<file path="src/rtl/pio_pkg.sv">
package pio_pkg;
    // Port width and remap pin count
    localparam int PORT_W = 16;                    // Bits in one parallel port
    localparam int SEL_W  = 6;                     // Width of a remap selector field
    localparam int RP_N   = 64;                    // Remappable pin numbers covered

    // Register byte offsets on the APB word map
    localparam logic [7:0] OFS_DIR  = 8'h00;       // Direction register
    localparam logic [7:0] OFS_LAT  = 8'h04;       // Output latch register
    localparam logic [7:0] OFS_PIN  = 8'h08;       // Pin level register
    localparam logic [7:0] OFS_ANA  = 8'h0C;       // Analog input select register
    localparam logic [7:0] OFS_SEL1 = 8'h10;       // Serial-2 clock/data input select
    localparam logic [7:0] OFS_SEL2 = 8'h14;       // Serial-2 select input select

    // Selector field positions
    localparam int CLK_SEL_LSB = 8;                // Clock selector, bits 13:8
    localparam int DAT_SEL_LSB = 0;                // Data selector, bits 5:0
    localparam int SS_SEL_LSB  = 0;                // Select selector, bits 5:0

    // Reset values
    localparam logic [15:0] DIR_RST  = 16'hFFFF;   // All pins inputs
    localparam logic [15:0] LAT_RST  = 16'h0000;   // Latch cleared
    localparam logic [15:0] ANA_RST  = 16'h0000;   // All pins digital
    localparam logic [5:0]  SEL_RST  = 6'h3F;      // Selectors reset to all ones
    localparam logic [15:0] VALID_MASK = 16'hFFFF; // Bits present on this variant
endpackage

</file>
<file path="src/rtl/pio_port.sv">
`timescale 1ns/100ps
module pio_port (
    input  wire logic        core_clk,
    input  wire logic        rst,
    // APB slave
    input  wire logic        psel,
    input  wire logic        penable,
    input  wire logic        pwrite,
    input  wire logic [7:0]  paddr,
    input  wire logic [31:0] pwdata,
    output logic             pready,
    output logic      [31:0] prdata,
    output logic             pslverr,
    // Pads
    input  wire logic [15:0] pad_in,
    output logic      [15:0] pad_out,
    output logic      [15:0] pad_oe,
    output logic      [15:0] analog_sel,
    // Peripherals sharing the pins
    input  wire logic [15:0] periph_en,
    input  wire logic [15:0] periph_drive,
    input  wire logic [15:0] periph_out,
    input  wire logic [15:0] periph_in_only,
    output logic      [15:0] periph_in,
    // Remappable pin levels
    input  wire logic [63:0] remappable_pin,
    output logic             serial2_clock_input,
    output logic             serial2_data_input,
    output logic             serial2_select_input
);
    // Software registers
    logic [15:0] dir_r;      // Direction, one = input
    logic [15:0] dir_nxt;
    logic [15:0] lat_r;      // Output latch
    logic [15:0] lat_nxt;
    logic [15:0] ana_r;      // Analog input select
    logic [15:0] ana_nxt;
    logic [5:0]  clk_sel_r;  // Serial-2 clock input selector
    logic [5:0]  clk_sel_nxt;
    logic [5:0]  dat_sel_r;  // Serial-2 data input selector
    logic [5:0]  dat_sel_nxt;
    logic [5:0]  ss_sel_r;   // Serial-2 select input selector
    logic [5:0]  ss_sel_nxt;
    // Bus answer
    logic        pready_r;
    logic        pready_nxt;
    logic [31:0] prdata_r;
    logic [31:0] prdata_nxt;
    logic        pslverr_r;
    logic        pslverr_nxt;
    // Pad side
    logic [15:0] pad_out_r;
    logic [15:0] pad_out_nxt;
    logic [15:0] pad_oe_r;
    logic [15:0] pad_oe_nxt;
    logic [15:0] periph_in_r;
    logic [15:0] periph_in_nxt;
    logic        s2_clk_r;
    logic        s2_clk_nxt;
    logic        s2_dat_r;
    logic        s2_dat_nxt;
    logic        s2_ss_r;
    logic        s2_ss_nxt;
    // Synchronised inputs
    logic [15:0] pad_sync;
    logic [63:0] rp_sync;
    logic        setup_ph;   // APB setup phase seen
    logic        wr_go;      // Write takes effect this edge
    logic [15:0] wdat;       // Low half of write data

    // Pad levels cross into the clock domain first
    pio_sync_bank #(.W(16)) u_pad_sync (
        .core_clk (core_clk),
        .rst      (rst),
        .async_in (pad_in),
        .sync_out (pad_sync)
    );

    // Remappable pin levels cross as well
    pio_sync_bank #(.W(64)) u_rp_sync (
        .core_clk (core_clk),
        .rst      (rst),
        .async_in (remappable_pin),
        .sync_out (rp_sync)
    );

    // Decode one selector into the chosen pin level
    function automatic logic pick_pin(input logic [63:0] pins, input logic [5:0] sel);
        pick_pin = pins[sel];
    endfunction

    // Force bits absent on this variant to zero
    function automatic logic [15:0] valid_only(input logic [15:0] v);
        valid_only = v & pio_pkg::VALID_MASK;
    endfunction

    // Setup cycle answers in the following access cycle, one wait-free cycle
    assign setup_ph = psel && !penable;
    assign wr_go    = psel && penable && pwrite && pready_r;
    assign wdat     = pwdata[15:0];

    // Register writes; reads hold the value
    always_comb begin
        dir_nxt     = dir_r;
        lat_nxt     = lat_r;
        ana_nxt     = ana_r;
        clk_sel_nxt = clk_sel_r;
        dat_sel_nxt = dat_sel_r;
        ss_sel_nxt  = ss_sel_r;
        if (wr_go) begin
            case (paddr)
                pio_pkg::OFS_DIR: begin
                    dir_nxt = wdat;
                end
                pio_pkg::OFS_LAT: begin
                    lat_nxt = wdat;
                end
                pio_pkg::OFS_PIN: begin
                    lat_nxt = wdat;
                end
                pio_pkg::OFS_ANA: begin
                    ana_nxt = wdat;
                end
                pio_pkg::OFS_SEL1: begin
                    clk_sel_nxt = wdat[pio_pkg::CLK_SEL_LSB +: 6];
                    dat_sel_nxt = wdat[pio_pkg::DAT_SEL_LSB +: 6];
                end
                pio_pkg::OFS_SEL2: begin
                    ss_sel_nxt = wdat[pio_pkg::SS_SEL_LSB +: 6];
                end
                default: begin
                    dir_nxt = dir_r;
                end
            endcase
        end
    end

    // Register file, inputs after reset
    always_ff @(posedge core_clk) begin
        if (rst) begin
            dir_r     <= pio_pkg::DIR_RST;
            lat_r     <= pio_pkg::LAT_RST;
            ana_r     <= pio_pkg::ANA_RST;
            clk_sel_r <= pio_pkg::SEL_RST;
            dat_sel_r <= pio_pkg::SEL_RST;
            ss_sel_r  <= pio_pkg::SEL_RST;
        end else begin
            dir_r     <= dir_nxt;
            lat_r     <= lat_nxt;
            ana_r     <= ana_nxt;
            clk_sel_r <= clk_sel_nxt;
            dat_sel_r <= dat_sel_nxt;
            ss_sel_r  <= ss_sel_nxt;
        end
    end

    // Bus answer: ready raised in the access cycle, data registered with it
    always_comb begin
        pready_nxt  = setup_ph;
        prdata_nxt  = 32'h0000_0000;
        pslverr_nxt = 1'b0;
        if (setup_ph) begin
            case (paddr)
                pio_pkg::OFS_DIR:  prdata_nxt = {16'h0000, valid_only(dir_r)};
                pio_pkg::OFS_LAT:  prdata_nxt = {16'h0000, valid_only(lat_r)};
                pio_pkg::OFS_PIN:  prdata_nxt = {16'h0000, valid_only(pad_sync)};
                pio_pkg::OFS_ANA:  prdata_nxt = {16'h0000, valid_only(ana_r)};
                pio_pkg::OFS_SEL1: prdata_nxt = {18'h0_0000, clk_sel_r, 2'b00, dat_sel_r};
                pio_pkg::OFS_SEL2: prdata_nxt = {26'h000_0000, ss_sel_r};
                default: begin
                    // Unmapped words answer with an error and zero data
                    pslverr_nxt = 1'b1;
                end
            endcase
        end
    end

    // Register the bus answer
    always_ff @(posedge core_clk) begin
        if (rst) begin
            pready_r  <= 1'b0;
            prdata_r  <= 32'h0000_0000;
            pslverr_r <= 1'b0;
        end else begin
            pready_r  <= pready_nxt;
            prdata_r  <= prdata_nxt;
            pslverr_r <= pslverr_nxt;
        end
    end

    // Output ownership and input gating per pin
    always_comb begin
        pad_out_nxt   = '0;
        pad_oe_nxt    = '0;
        periph_in_nxt = '0;
        for (int i = 0; i < 16; i++) begin
            if (pio_pkg::VALID_MASK[i]) begin
                // An input-only peripheral never competes for the driver
                if (periph_en[i] && periph_drive[i] && !periph_in_only[i]) begin
                    pad_out_nxt[i] = periph_out[i];
                    pad_oe_nxt[i]  = 1'b1;
                end else begin
                    pad_out_nxt[i] = lat_r[i];
                    pad_oe_nxt[i]  = !dir_r[i];
                end
                // Peripheral sees the pad only when the port is not driving it;
                // an input-only peripheral never owns the pad, so it is gated too
                periph_in_nxt[i] = pad_sync[i] && !(pad_oe_nxt[i] && !(periph_en[i]
                    && periph_drive[i] && !periph_in_only[i]));
            end
        end
    end

    // Remap selection into serial-2 inputs
    always_comb begin
        s2_clk_nxt = pick_pin(rp_sync, clk_sel_r);
        s2_dat_nxt = pick_pin(rp_sync, dat_sel_r);
        s2_ss_nxt  = pick_pin(rp_sync, ss_sel_r);
    end

    // Register pad and peripheral side outputs
    always_ff @(posedge core_clk) begin
        if (rst) begin
            pad_out_r   <= '0;
            pad_oe_r    <= '0;
            periph_in_r <= '0;
            s2_clk_r    <= 1'b0;
            s2_dat_r    <= 1'b0;
            s2_ss_r     <= 1'b0;
        end else begin
            pad_out_r   <= pad_out_nxt;
            pad_oe_r    <= pad_oe_nxt;
            periph_in_r <= periph_in_nxt;
            s2_clk_r    <= s2_clk_nxt;
            s2_dat_r    <= s2_dat_nxt;
            s2_ss_r     <= s2_ss_nxt;
        end
    end

    assign pready               = pready_r;
    assign prdata               = prdata_r;
    assign pslverr              = pslverr_r;
    assign pad_out              = pad_out_r;
    assign pad_oe               = pad_oe_r;
    assign analog_sel           = ana_r;
    assign periph_in            = periph_in_r;
    assign serial2_clock_input  = s2_clk_r;
    assign serial2_data_input   = s2_dat_r;
    assign serial2_select_input = s2_ss_r;

    // Direction one keeps the pad undriven unless a peripheral owns it
    dir_input_a: assert property (@(posedge core_clk) disable iff (rst)
        (dir_r[0] && !(periph_en[0] && periph_drive[0] && !periph_in_only[0]))
        |=> !pad_oe[0]) else $error("input pin driven");

    // Active peripheral takes the driver one cycle later
    periph_owns_a: assert property (@(posedge core_clk) disable iff (rst)
        (periph_en[3] && periph_drive[3] && !periph_in_only[3])
        |=> (pad_oe[3] && pad_out[3] == $past(periph_out[3])))
        else $error("peripheral not owning pin");

    // Idle peripheral leaves the latch on the pad
    port_drives_a: assert property (@(posedge core_clk) disable iff (rst)
        (periph_en[1] && !periph_drive[1] && !dir_r[1])
        |=> (pad_oe[1] && pad_out[1] == $past(lat_r[1])))
        else $error("port lost idle pin");

    // No loop-through when port drives
    no_loop_a: assert property (@(posedge core_clk) disable iff (rst)
        (!dir_r[2] && !periph_drive[2]) |=> !periph_in[2])
        else $error("loop through seen");

    // Pin level writes land in the latch
    pin_write_a: assert property (@(posedge core_clk) disable iff (rst)
        (wr_go && paddr == pio_pkg::OFS_PIN) |=> lat_r == $past(pwdata[15:0]))
        else $error("pin write missed latch");

    // Latch reads come back in the access cycle
    lat_read_a: assert property (@(posedge core_clk) disable iff (rst)
        (setup_ph && !pwrite && paddr == pio_pkg::OFS_LAT)
        |=> (pready && prdata[15:0] == $past(lat_r)))
        else $error("latch read wrong");

    // Unused selector bits read as zero
    sel_zero_a: assert property (@(posedge core_clk) disable iff (rst)
        (setup_ph && paddr == pio_pkg::OFS_SEL1)
        |=> (prdata[15:14] == 2'b00 && prdata[7:6] == 2'b00
        && prdata[13:8] == $past(clk_sel_r))) else $error("selector read wrong");

    // Clock input follows the selected remappable pin
    clk_route_a: assert property (@(posedge core_clk) disable iff (rst)
        ##1 serial2_clock_input == $past(rp_sync[clk_sel_r]))
        else $error("clock remap wrong");

    // Select input follows its selector
    ss_route_a: assert property (@(posedge core_clk) disable iff (rst)
        ##1 serial2_select_input == $past(rp_sync[ss_sel_r]))
        else $error("select remap wrong");
endmodule

</file>
<file path="src/rtl/pio_sync_bank.sv">
`timescale 1ns/100ps
// Two-stage synchroniser bank for pin levels
module pio_sync_bank #(
    parameter int W = 16
) (
    input  wire logic         core_clk,
    input  wire logic         rst,
    input  wire logic [W-1:0] async_in,
    output logic      [W-1:0] sync_out
);
    logic [W-1:0] meta_r;   // First stage, read only by the second
    logic [W-1:0] meta_nxt;
    logic [W-1:0] sync_r;   // Second stage
    logic [W-1:0] sync_nxt;

    // Next values of both stages
    always_comb begin
        meta_nxt = async_in;
        sync_nxt = meta_r;
    end

    // Register both stages
    always_ff @(posedge core_clk) begin
        if (rst) begin
            meta_r <= '0;
            sync_r <= '0;
        end else begin
            meta_r <= meta_nxt;
            sync_r <= sync_nxt;
        end
    end

    assign sync_out = sync_r;
endmodule
</file>
<file path="config.mk">
export PLATFORM = sky130hd
export DESIGN_NAME = pio_port
export DESIGN_NICKNAME = d
export VERILOG_FILES = /design/src/rtl/pio_pkg.sv /design/src/rtl/pio_port.sv /design/src/rtl/pio_sync_bank.sv
export SDC_FILE = /design/constraint.sdc
export NUM_CORES = 1
export LEC_CHECK = 0
export ABC_CLOCK_PERIOD_IN_PS = 2450
export BUFFER_PORTS_ARGS = -buffer_cell sky130_fd_sc_hd__buf_2
export CAP_MARGIN = 25
export CORE_MARGIN = 2
export CORE_UTILIZATION = 53
export CTS_CLUSTER_DIAMETER = 60
export CTS_CLUSTER_SIZE = 10
export DETAILED_ROUTE_END_ITERATION = 7
export GPL_ROUTABILITY_DRIVEN = 0
export PLACE_DENSITY = 0.89
export SLEW_MARGIN = 20
export SYNTH_ARGS = -nofsm -noshare
export SYNTH_HDL_FRONTEND = slang
export SYNTH_HIERARCHICAL = 1
export SYNTH_SLANG_ARGS = --single-unit
</file>
<file path="constraint.sdc">
create_clock -name core_clk -period 2.45 [get_ports core_clk]
set_input_delay 0.245 -clock core_clk [delete_from_list [all_inputs] [get_ports core_clk]]
set_output_delay 0.245 -clock core_clk [all_outputs]
set_load 0.005 [all_outputs]
</file>
# Yosys cells after proc, flatten, opt, wreduce, memory -nomap -nowiden
# Cells that the tools add are included.
[word_totals]
reg_bits = 311
input_bits = 189
wordCells = 210
[classes]
muxes = 40
n_bitwise = 1
eq_ne = 5
magnitude_cmp = 3
reduce_logical = 142
[ops]
columns = ["cell", "count"]
rows = [
  ["$pmux 16 s6", 1],
  ["$logic_and 1x1->1", 68],
  ["$logic_not 1->1", 65],
  ["$mux 1", 36],
  ["$lt 6x7->1 const B", 3],
  ["$bmux 1 s6", 3],
  ["$eq 8x4->1 const B", 2],
  ["$eq 8x5->1 const B", 2],
  ["$reduce_and 2->1", 5],
  ["$eq 8x3->1 const B", 1],
  ["$logic_not 8->1", 1],
  ["$reduce_or 6->1", 1],
  ["$reduce_or 2->1", 2],
  ["$not 1->1", 1],
]

# Depth between registers and ports, before layout
# Gate-level depths: netlist (run 1).
[logic_depth]
ltp_word = 6
ltp_mapped = 7

# By module
# The synthesis (run 1) kept the hierarchy.
[by_module_without_submodules]
columns = ["module", "area_each_um2", "cells_each", "instances"]
rows = [
  ["pio_port", 6830.3, 650, 1],
  ["pio_sync_bank at u_rp_sync", 3464.6, 270, 1],
  ["pio_sync_bank at u_pad_sync", 863.3, 67, 1],
]

# Worst setup path after synthesis (run 1)
# OpenSTA, ideal clock, no wires.
[synth_path]
kind = "input -> register"
start = "input port paddr[7]"
end = "register clk_sel_r[4]"
setup_slack_ns = 0.502
t_required_ns = 2.321
setup_time_ns = 0.129
stages = 7
arrival_time_ns = 1.818
path_cell_list = "or4_4 > and4bb_2 > and2_1 > buf_2 > buf_6 > mux2i_1 > nand2_1"
[synth_via]
elab_chain_len = 2
[synth_lines]
columns = ["element", "line_no", "text"]
rows = [
  ["from (decl)", "pio_port.sv:9", "input wire logic [7:0] paddr,"],
  ["$eq 8x5->1", "pio_port.sv:111", "case (paddr)"],
  ["$reduce_and 2->1 (no source line)", "--", ""],
  ["to (signal assigned)", "pio_port.sv:144", "clk_sel_r <= pio_pkg::SEL_RST;"],
  ["to (signal assigned)", "pio_port.sv:151", "clk_sel_r <= clk_sel_nxt;"],
  ["to (decl)", "pio_port.sv:38", "logic [5:0] clk_sel_r;"],
]
# No other way between the ends.
# A chain may end at the register's enable or synchronous reset.

# Worst setup path in the final report (run 1)
[layout_path]
start = "register clk_sel_r[1]"
end = "register s2_clk_r, in the netlist serial2_clock_input"
[layout_via]
elab_chain_len = 2
[layout_lines]
columns = ["element", "line_no", "text"]
rows = [
  ["$bmux 1 s6", "pio_port.sv:89", "pick_pin = pins[sel];"],
  ["$mux 1 (not written as such)", "pio_port.sv:89", ""],
  ["to (signal assigned)", "pio_port.sv:234", "s2_clk_r <= s2_clk_nxt;"],
  ["to (decl)", "pio_port.sv:58", "logic s2_clk_r;"],
]
# No other way between the ends. The select of a mux whose other input is x is not followed.

==> flow_summary.yaml, run 1 <==
pwr:
  totalPowerFinal_w: 0.0102
  ir_drop_uv: 506
  pwr_density_cell_nw_per_um2: 697
  leakage_nw: 6.56
worst_setup_path:
  path_class: "reg -> reg"
  crit_start: "clk_sel_r[1]"
  crit_path_end_kind: "flop"
  reg2reg_setup_slack_ns: 0.34
  crit_fanout: 11
  required_ns: 2.85
  cp-start-kind: "flop"
  worstReg2RegStart: "clk_sel_r[1]"
  critPathArrivalTime_ns: 2.50
global_routing:
  use_met3: 0.0502
  met1_usage: 0.297
  grt_pass1_wl_um: 46400
  grt.total_usage: 0.271
  grt_busiest_layer: "met2"
  use_met2: 0.505
  antenna_found_initial: 0
  grt_max_degree: 165
  gr-total-overflow: 0
  grt_pass1_vias: 9066
clock_network:
  clk_pin_slew_worst_paths_ns: 0.06
  cts-resized-gates: 0
  clock_sinks: 295
  cts-root-buf: "clkbuf_16"
  post_cts.repair.setup_buffers: 0
  htree_levels: 2
  cts_tree: "yes"
  cts_buffers: 35
  holdBufCountCts: 98
  cts_max_path_buffers: 3
  clk_latency_ns: 0.52
min_path:
  hp-start: "periph_out[8]"
  hold_class: "in -> reg"
floorplanning:
  die_w_um: 149
  die-area_um2: 22200
  core-area_um2: 20800
  initial_core_util: 0.536
  ios: 290
  num_rows: 53
  fp.dieH_um: 149
sta:
  fmax_ghz: 0.475
  setup_viol: 0
  min_period_ns: 2.11
  tightest_slew_ns: 0.664
  hold_viol: 0
  grt_setup_unrepaired: "no"
  maxSlewViolCount: 0
  relSlewSlack: 0.557
  fin_crit_sh: 0.860
  fin_skew_ns: 0.0208
  fin_tns_setup_ns: 0
synthesis:
  avgSynthCellArea_um2: 11.3
  synth_ff_type: "dfxtp_1"
  synth_cell_type_count: 43
  ys_warn_count: 6
  synth_edf_count: 0
  ys_ff_latch: 295
  syn_area_um2: 11200
  yosysSeqAreaShare: 0.529
  ys_async_sr_fraction: 0
  synthCells: 987
  synth_top_area_frac: 0.529
  synth.top_cells.by_area: "dfxtp_1 (53%), mux4_2 (13%), nor2b_1 (9.4%)"
  synth_top_cell_by_area: "dfxtp_1"
final_layout:
  fill_cells: 1413
  final_cell_mix: "dfxtp_1 (295), buf_2 (256), nor2b_1 (168), dlygate4sd3_1 (98), nand2_1 (93)"
  drive_above_1_share: 0.297
  layout.cells.non_filler: 1620
  final_common_cell: "dfxtp_1"
  syn_to_final_growth_pct: 30.4
  diodes: 0
  final_nets: 1531
run_status:
  status: "completed"
routing:
  drt-pass1-iter-count: 5
  drc: 0
  viasPerCell: 5.43
  wl_um: 30700
  dr.first_iter.drc_count: 567
  detail-route-antenna-nets: 0
  wl_per_cell_um: 18.9
  vias: 8790
placement:
  dp.cells: 1482
  io_buffer_count: 257
  hpwl_um: 19300
run:
  max_cap_violations: 0
[final cells by class]
type / instances / area [um2] / area share
flip-flops and latches: 295 / 5910 / 0.406
multi-input cells: 617 / 4810 / 0.330
repair buffers: 387 / 2540 / 0.174
clock buffers: 36 / 880 / 0.0604
well taps: 275 / 344 / 0.0236
clock inverters: 4 / 56.3 / 0.00387
inverters: 6 / 22.5 / 0.00155
[report_power, final]
group	switching (W)	leakage, nW	total (W)	internal [W]
clock	0.00182	0.460	0.00446	0.00264
combinational	0.000280	3.68	0.000673	0.000393
sequential	0.0000665	2.42	0.00501	0.00495
[final timing paths]
| check | to | cells after the start |
|---|---|---|
| setup / recovery | serial2_clock_input | 6 |
| hold / removal | pad_out[8] | 3 |
| setup reg to reg | serial2_clock_input | 6 |
| hold reg to reg | u_rp_sync/sync_out[27] | 1 |
[registers in the layout (all words and copies together) (netlist names), 16 cells and up]
name and flops:
analog_sel 16, dir_r 16, lat_r 16, pad_oe 16
pad_out 16, periph_in 16, prdata 16, u_pad_sync/meta_r 16
u_pad_sync/sync_out 16, u_rp_sync/meta_r 64, u_rp_sync/sync_out 64
[critical path, cell delays in order (launching register included)]
cell      delay, ns
dfxtp_1        0.65
buf_4          0.33
mux4_2         0.52
mux2i_1        0.16
mux2i_1        0.09
o211ai_1       0.18
nand2_1        0.06
[cells by family (layout without fill, tap and decap cells)]
group,count (synthesis),after routing,synth area share
AND/OR/NAND/NOR,401,401,0.198
buffers and inverters,90,433,0.0450
multiplexers,126,126,0.185
flip-flops,295,295,0.529
XOR/XNOR,1,1,0.000785
other,1,16,0.000336
AO/OA/AOI/OAI,73,73,0.0416
[through the flow]
stage | setup slack (ns) | hold WS [ns] | area, um2 | utilization
after floorplan | 0.502 | 0.317 | 11200 | -
after global placement | 0.420 | 0.421 | 12600 | 0.607
after detailed placement | 0.405 | 0.424 | 12600 | 0.607
after CTS | 0.387 | 0.00952 | 14600 | 0.699
after global routing | 0.237 | 0.0312 | 14600 | 0.699
final | 0.344 | 0.0231 | 14600 | 0.699
[routing by layer]
metal	up-vias	wire length, um
li1	4045	-
met1	4196	11100
met2	435	16100
met3	114	2240
met4	0	1270
met5	-	0
[cell usage after synthesis, drive strengths merged (3+ instances only)]
cell type / count
a22oi: 12
nand2: 93
clkbuf: 25
a21oi: 39
buf: 59
and3: 18
mux2i: 62
nand2b: 17
dfxtp: 295
nand3b: 20
nand3: 24
inv: 6
a211o: 4
nor2b: 168
nor2: 46
a311oi: 4
o211ai: 7
mux4: 64
and4: 3
(Power assumes the default switching activity.)
==> run 2, diff against run 1 <==
==> constraint.sdc (replaced) <==
create_clock -name core_clk -period 2.45 [get_ports core_clk]
set_input_delay 0.49 -clock core_clk [delete_from_list [all_inputs] [get_ports core_clk]]
set_output_delay 0.49 -clock core_clk [all_outputs]
set_load 0.005 [all_outputs]
==> run 2 against run 1 <==
Effect of this change: non-clock buffer count is 96 lower; design area is 6.5% lower; sequential power hardly changed; setup slack worse by 0.17 ns; global-route usage is 2.9 points lower; die area stayed put; sequential share of layout area is 2.8 points higher; critical path depth stayed put; highest routed layer unchanged; largest power group unchanged; core utilization is 4.5 points lower; combinational power is 20% lower; clock skew is 0.0070 ns lower; first-iteration DRC count is 5.6% lower.
==> flow_summary.yaml, run 2 (synthesis gave the netlist of run 1 again) <==
run_status:
  status: "completed"
final_layout:
  drive_above_1_share: 0.322
  final_nets: 1435
  fill_cells: 1553
  final_common_cell: "dfxtp_1"
  syn_to_final_growth_pct: 22.0
  diodes: 0
  fin_util: 0.654
  final_cell_mix: "dfxtp_1 (295), buf_2 (256), nor2b_1 (168), nand2_1 (93), mux4_2 (64)"
sta:
  relSlewSlack: 0.600
  fin_crit_sh: 0.928
  tightest_slew_ns: 0.593
  setup_viol: 0
  fin_skew_ns: 0.0138
  fin_tns_setup_ns: 0
  hold_viol: 0
  fmax_ghz: 0.440
  min_period_ns: 2.27
  grt_setup_unrepaired: "no"
  maxSlewViolCount: 0
routing:
  drt-pass1-iter-count: 6
  wl_per_cell_um: 18.1
  wl_um: 27600
  detail-route-antenna-nets: 0
  viasPerCell: 5.40
  dr.first_iter.drc_count: 535
  drc: 0
  vias: 8231
clock_network:
  htree_levels: 2
  clk_pin_slew_worst_paths_ns: 0.05
  cts_max_path_buffers: 3
  cts_tree: "yes"
  clock_sinks: 295
  cts-root-buf: "clkbuf_16"
  clk_latency_ns: 0.51
  holdBufCountCts: 0
  post_cts.repair.setup_buffers: 0
  cts_buffers: 35
  cts-resized-gates: 0
floorplanning:
  die-area_um2: 22200
  initial_core_util: 0.536
  core-area_um2: 20800
  die_w_um: 149
  num_rows: 53
  fp.dieH_um: 149
  ios: 290
worst_setup_path:
  cp-start-kind: "flop"
  cp_slowest_cell: "dfxtp_1"
  crit_buf_inv: 1
  timing.critical_path.mode_cell: "mux2i_1"
  critPathArrivalTime_ns: 2.65
  ff2ff_path_depth: 6
  crit_path_end_kind: "flop"
  crit_family: "multiplexers"
  required_ns: 2.82
  crit_chain: "buf_4, mux4_2, mux2i_1, mux2i_1, o211ai_1, nand2_1"
  cp_slowest_stage_delay_ns: 0.68
  path_class: "reg -> reg"
  cp_num_cells: 6
  crit_fanout: 10
  reg2reg_setup_slack_ns: 0.18
placement:
  hpwl_um: 19300
  io_buffer_count: 257
global_routing:
  grt_pass1_wl_um: 41600
  antenna_found_initial: 0
  use_met2: 0.426
  grt.total_usage: 0.242
  grt_busiest_layer: "met2"
  grt_max_degree: 142
  gr-total-overflow: 0
  grt_pass1_vias: 8126
  use_met3: 0.0434
  met1_usage: 0.282
pwr:
  leakage_nw: 6.17
  ir_drop_uv: 562
  pwr_density_cell_nw_per_um2: 732
run:
  max_cap_violations: 0
min_path:
  hold_class: "in -> reg"
  holdPathStages: 2
==> run 2: per-stage QoR <==
stage          hold WS [ns]  power (W)  instance area, um2  instances  setup slack [ns]
4_1_cts               0.170     0.0101               13600       1524             0.164
3_5_place_dp          0.421    0.00563               12700       1484             0.204
2_1_floorplan         0.414    0.00540               11200       1002             0.257
5_1_grt               0.186     0.0103               13600       1524            0.0498
6_report              0.188    0.00996               13600       1524             0.176
3_3_place_gp          0.421    0.00561               12700       1484             0.235
==> run 2: final timing paths <==
path / from / end
worst max register to register: clk_sel_r[1] / serial2_clock_input
worst max-delay path: clk_sel_r[1] / serial2_clock_input
worst min-delay path: pad_in[6] / u_pad_sync/meta_r[6]
worst min register to register: u_pad_sync/meta_r[1] / u_pad_sync/sync_out[1]
==> run 2: power breakdown <==
| part | switching (W) | internal [W] | leakage (nW) |
|---|---|---|---|
| Clock | 0.00179 | 0.00263 | 0.466 |
| Combinational | 0.000248 | 0.000288 | 3.28 |
| Sequential | 0.0000587 | 0.00495 | 2.42 |
| Total | 0.00210 | 0.00786 | 6.17 |
==> run 2: final cells by class <==
cell class | count | area (um2) | area share
Inverter | 6 | 22.5 | 0.00165
Multi-Input combinational cell | 617 | 4810 | 0.353
Timing Repair Buffer | 291 | 1590 | 0.116
Sequential cell | 295 | 5910 | 0.434
Clock inverter | 3 | 30.0 | 0.00221
Tap cell | 275 | 344 | 0.0253
Clock buffer | 37 | 915 | 0.0672
==> run 2: metal layers <==
metal / vias up / routed length, um
met5: - / 0
met1: 3827 / 10500
li1: 3854 / -
met3: 105 / 2160
met4: 0 / 1280
met2: 445 / 13700
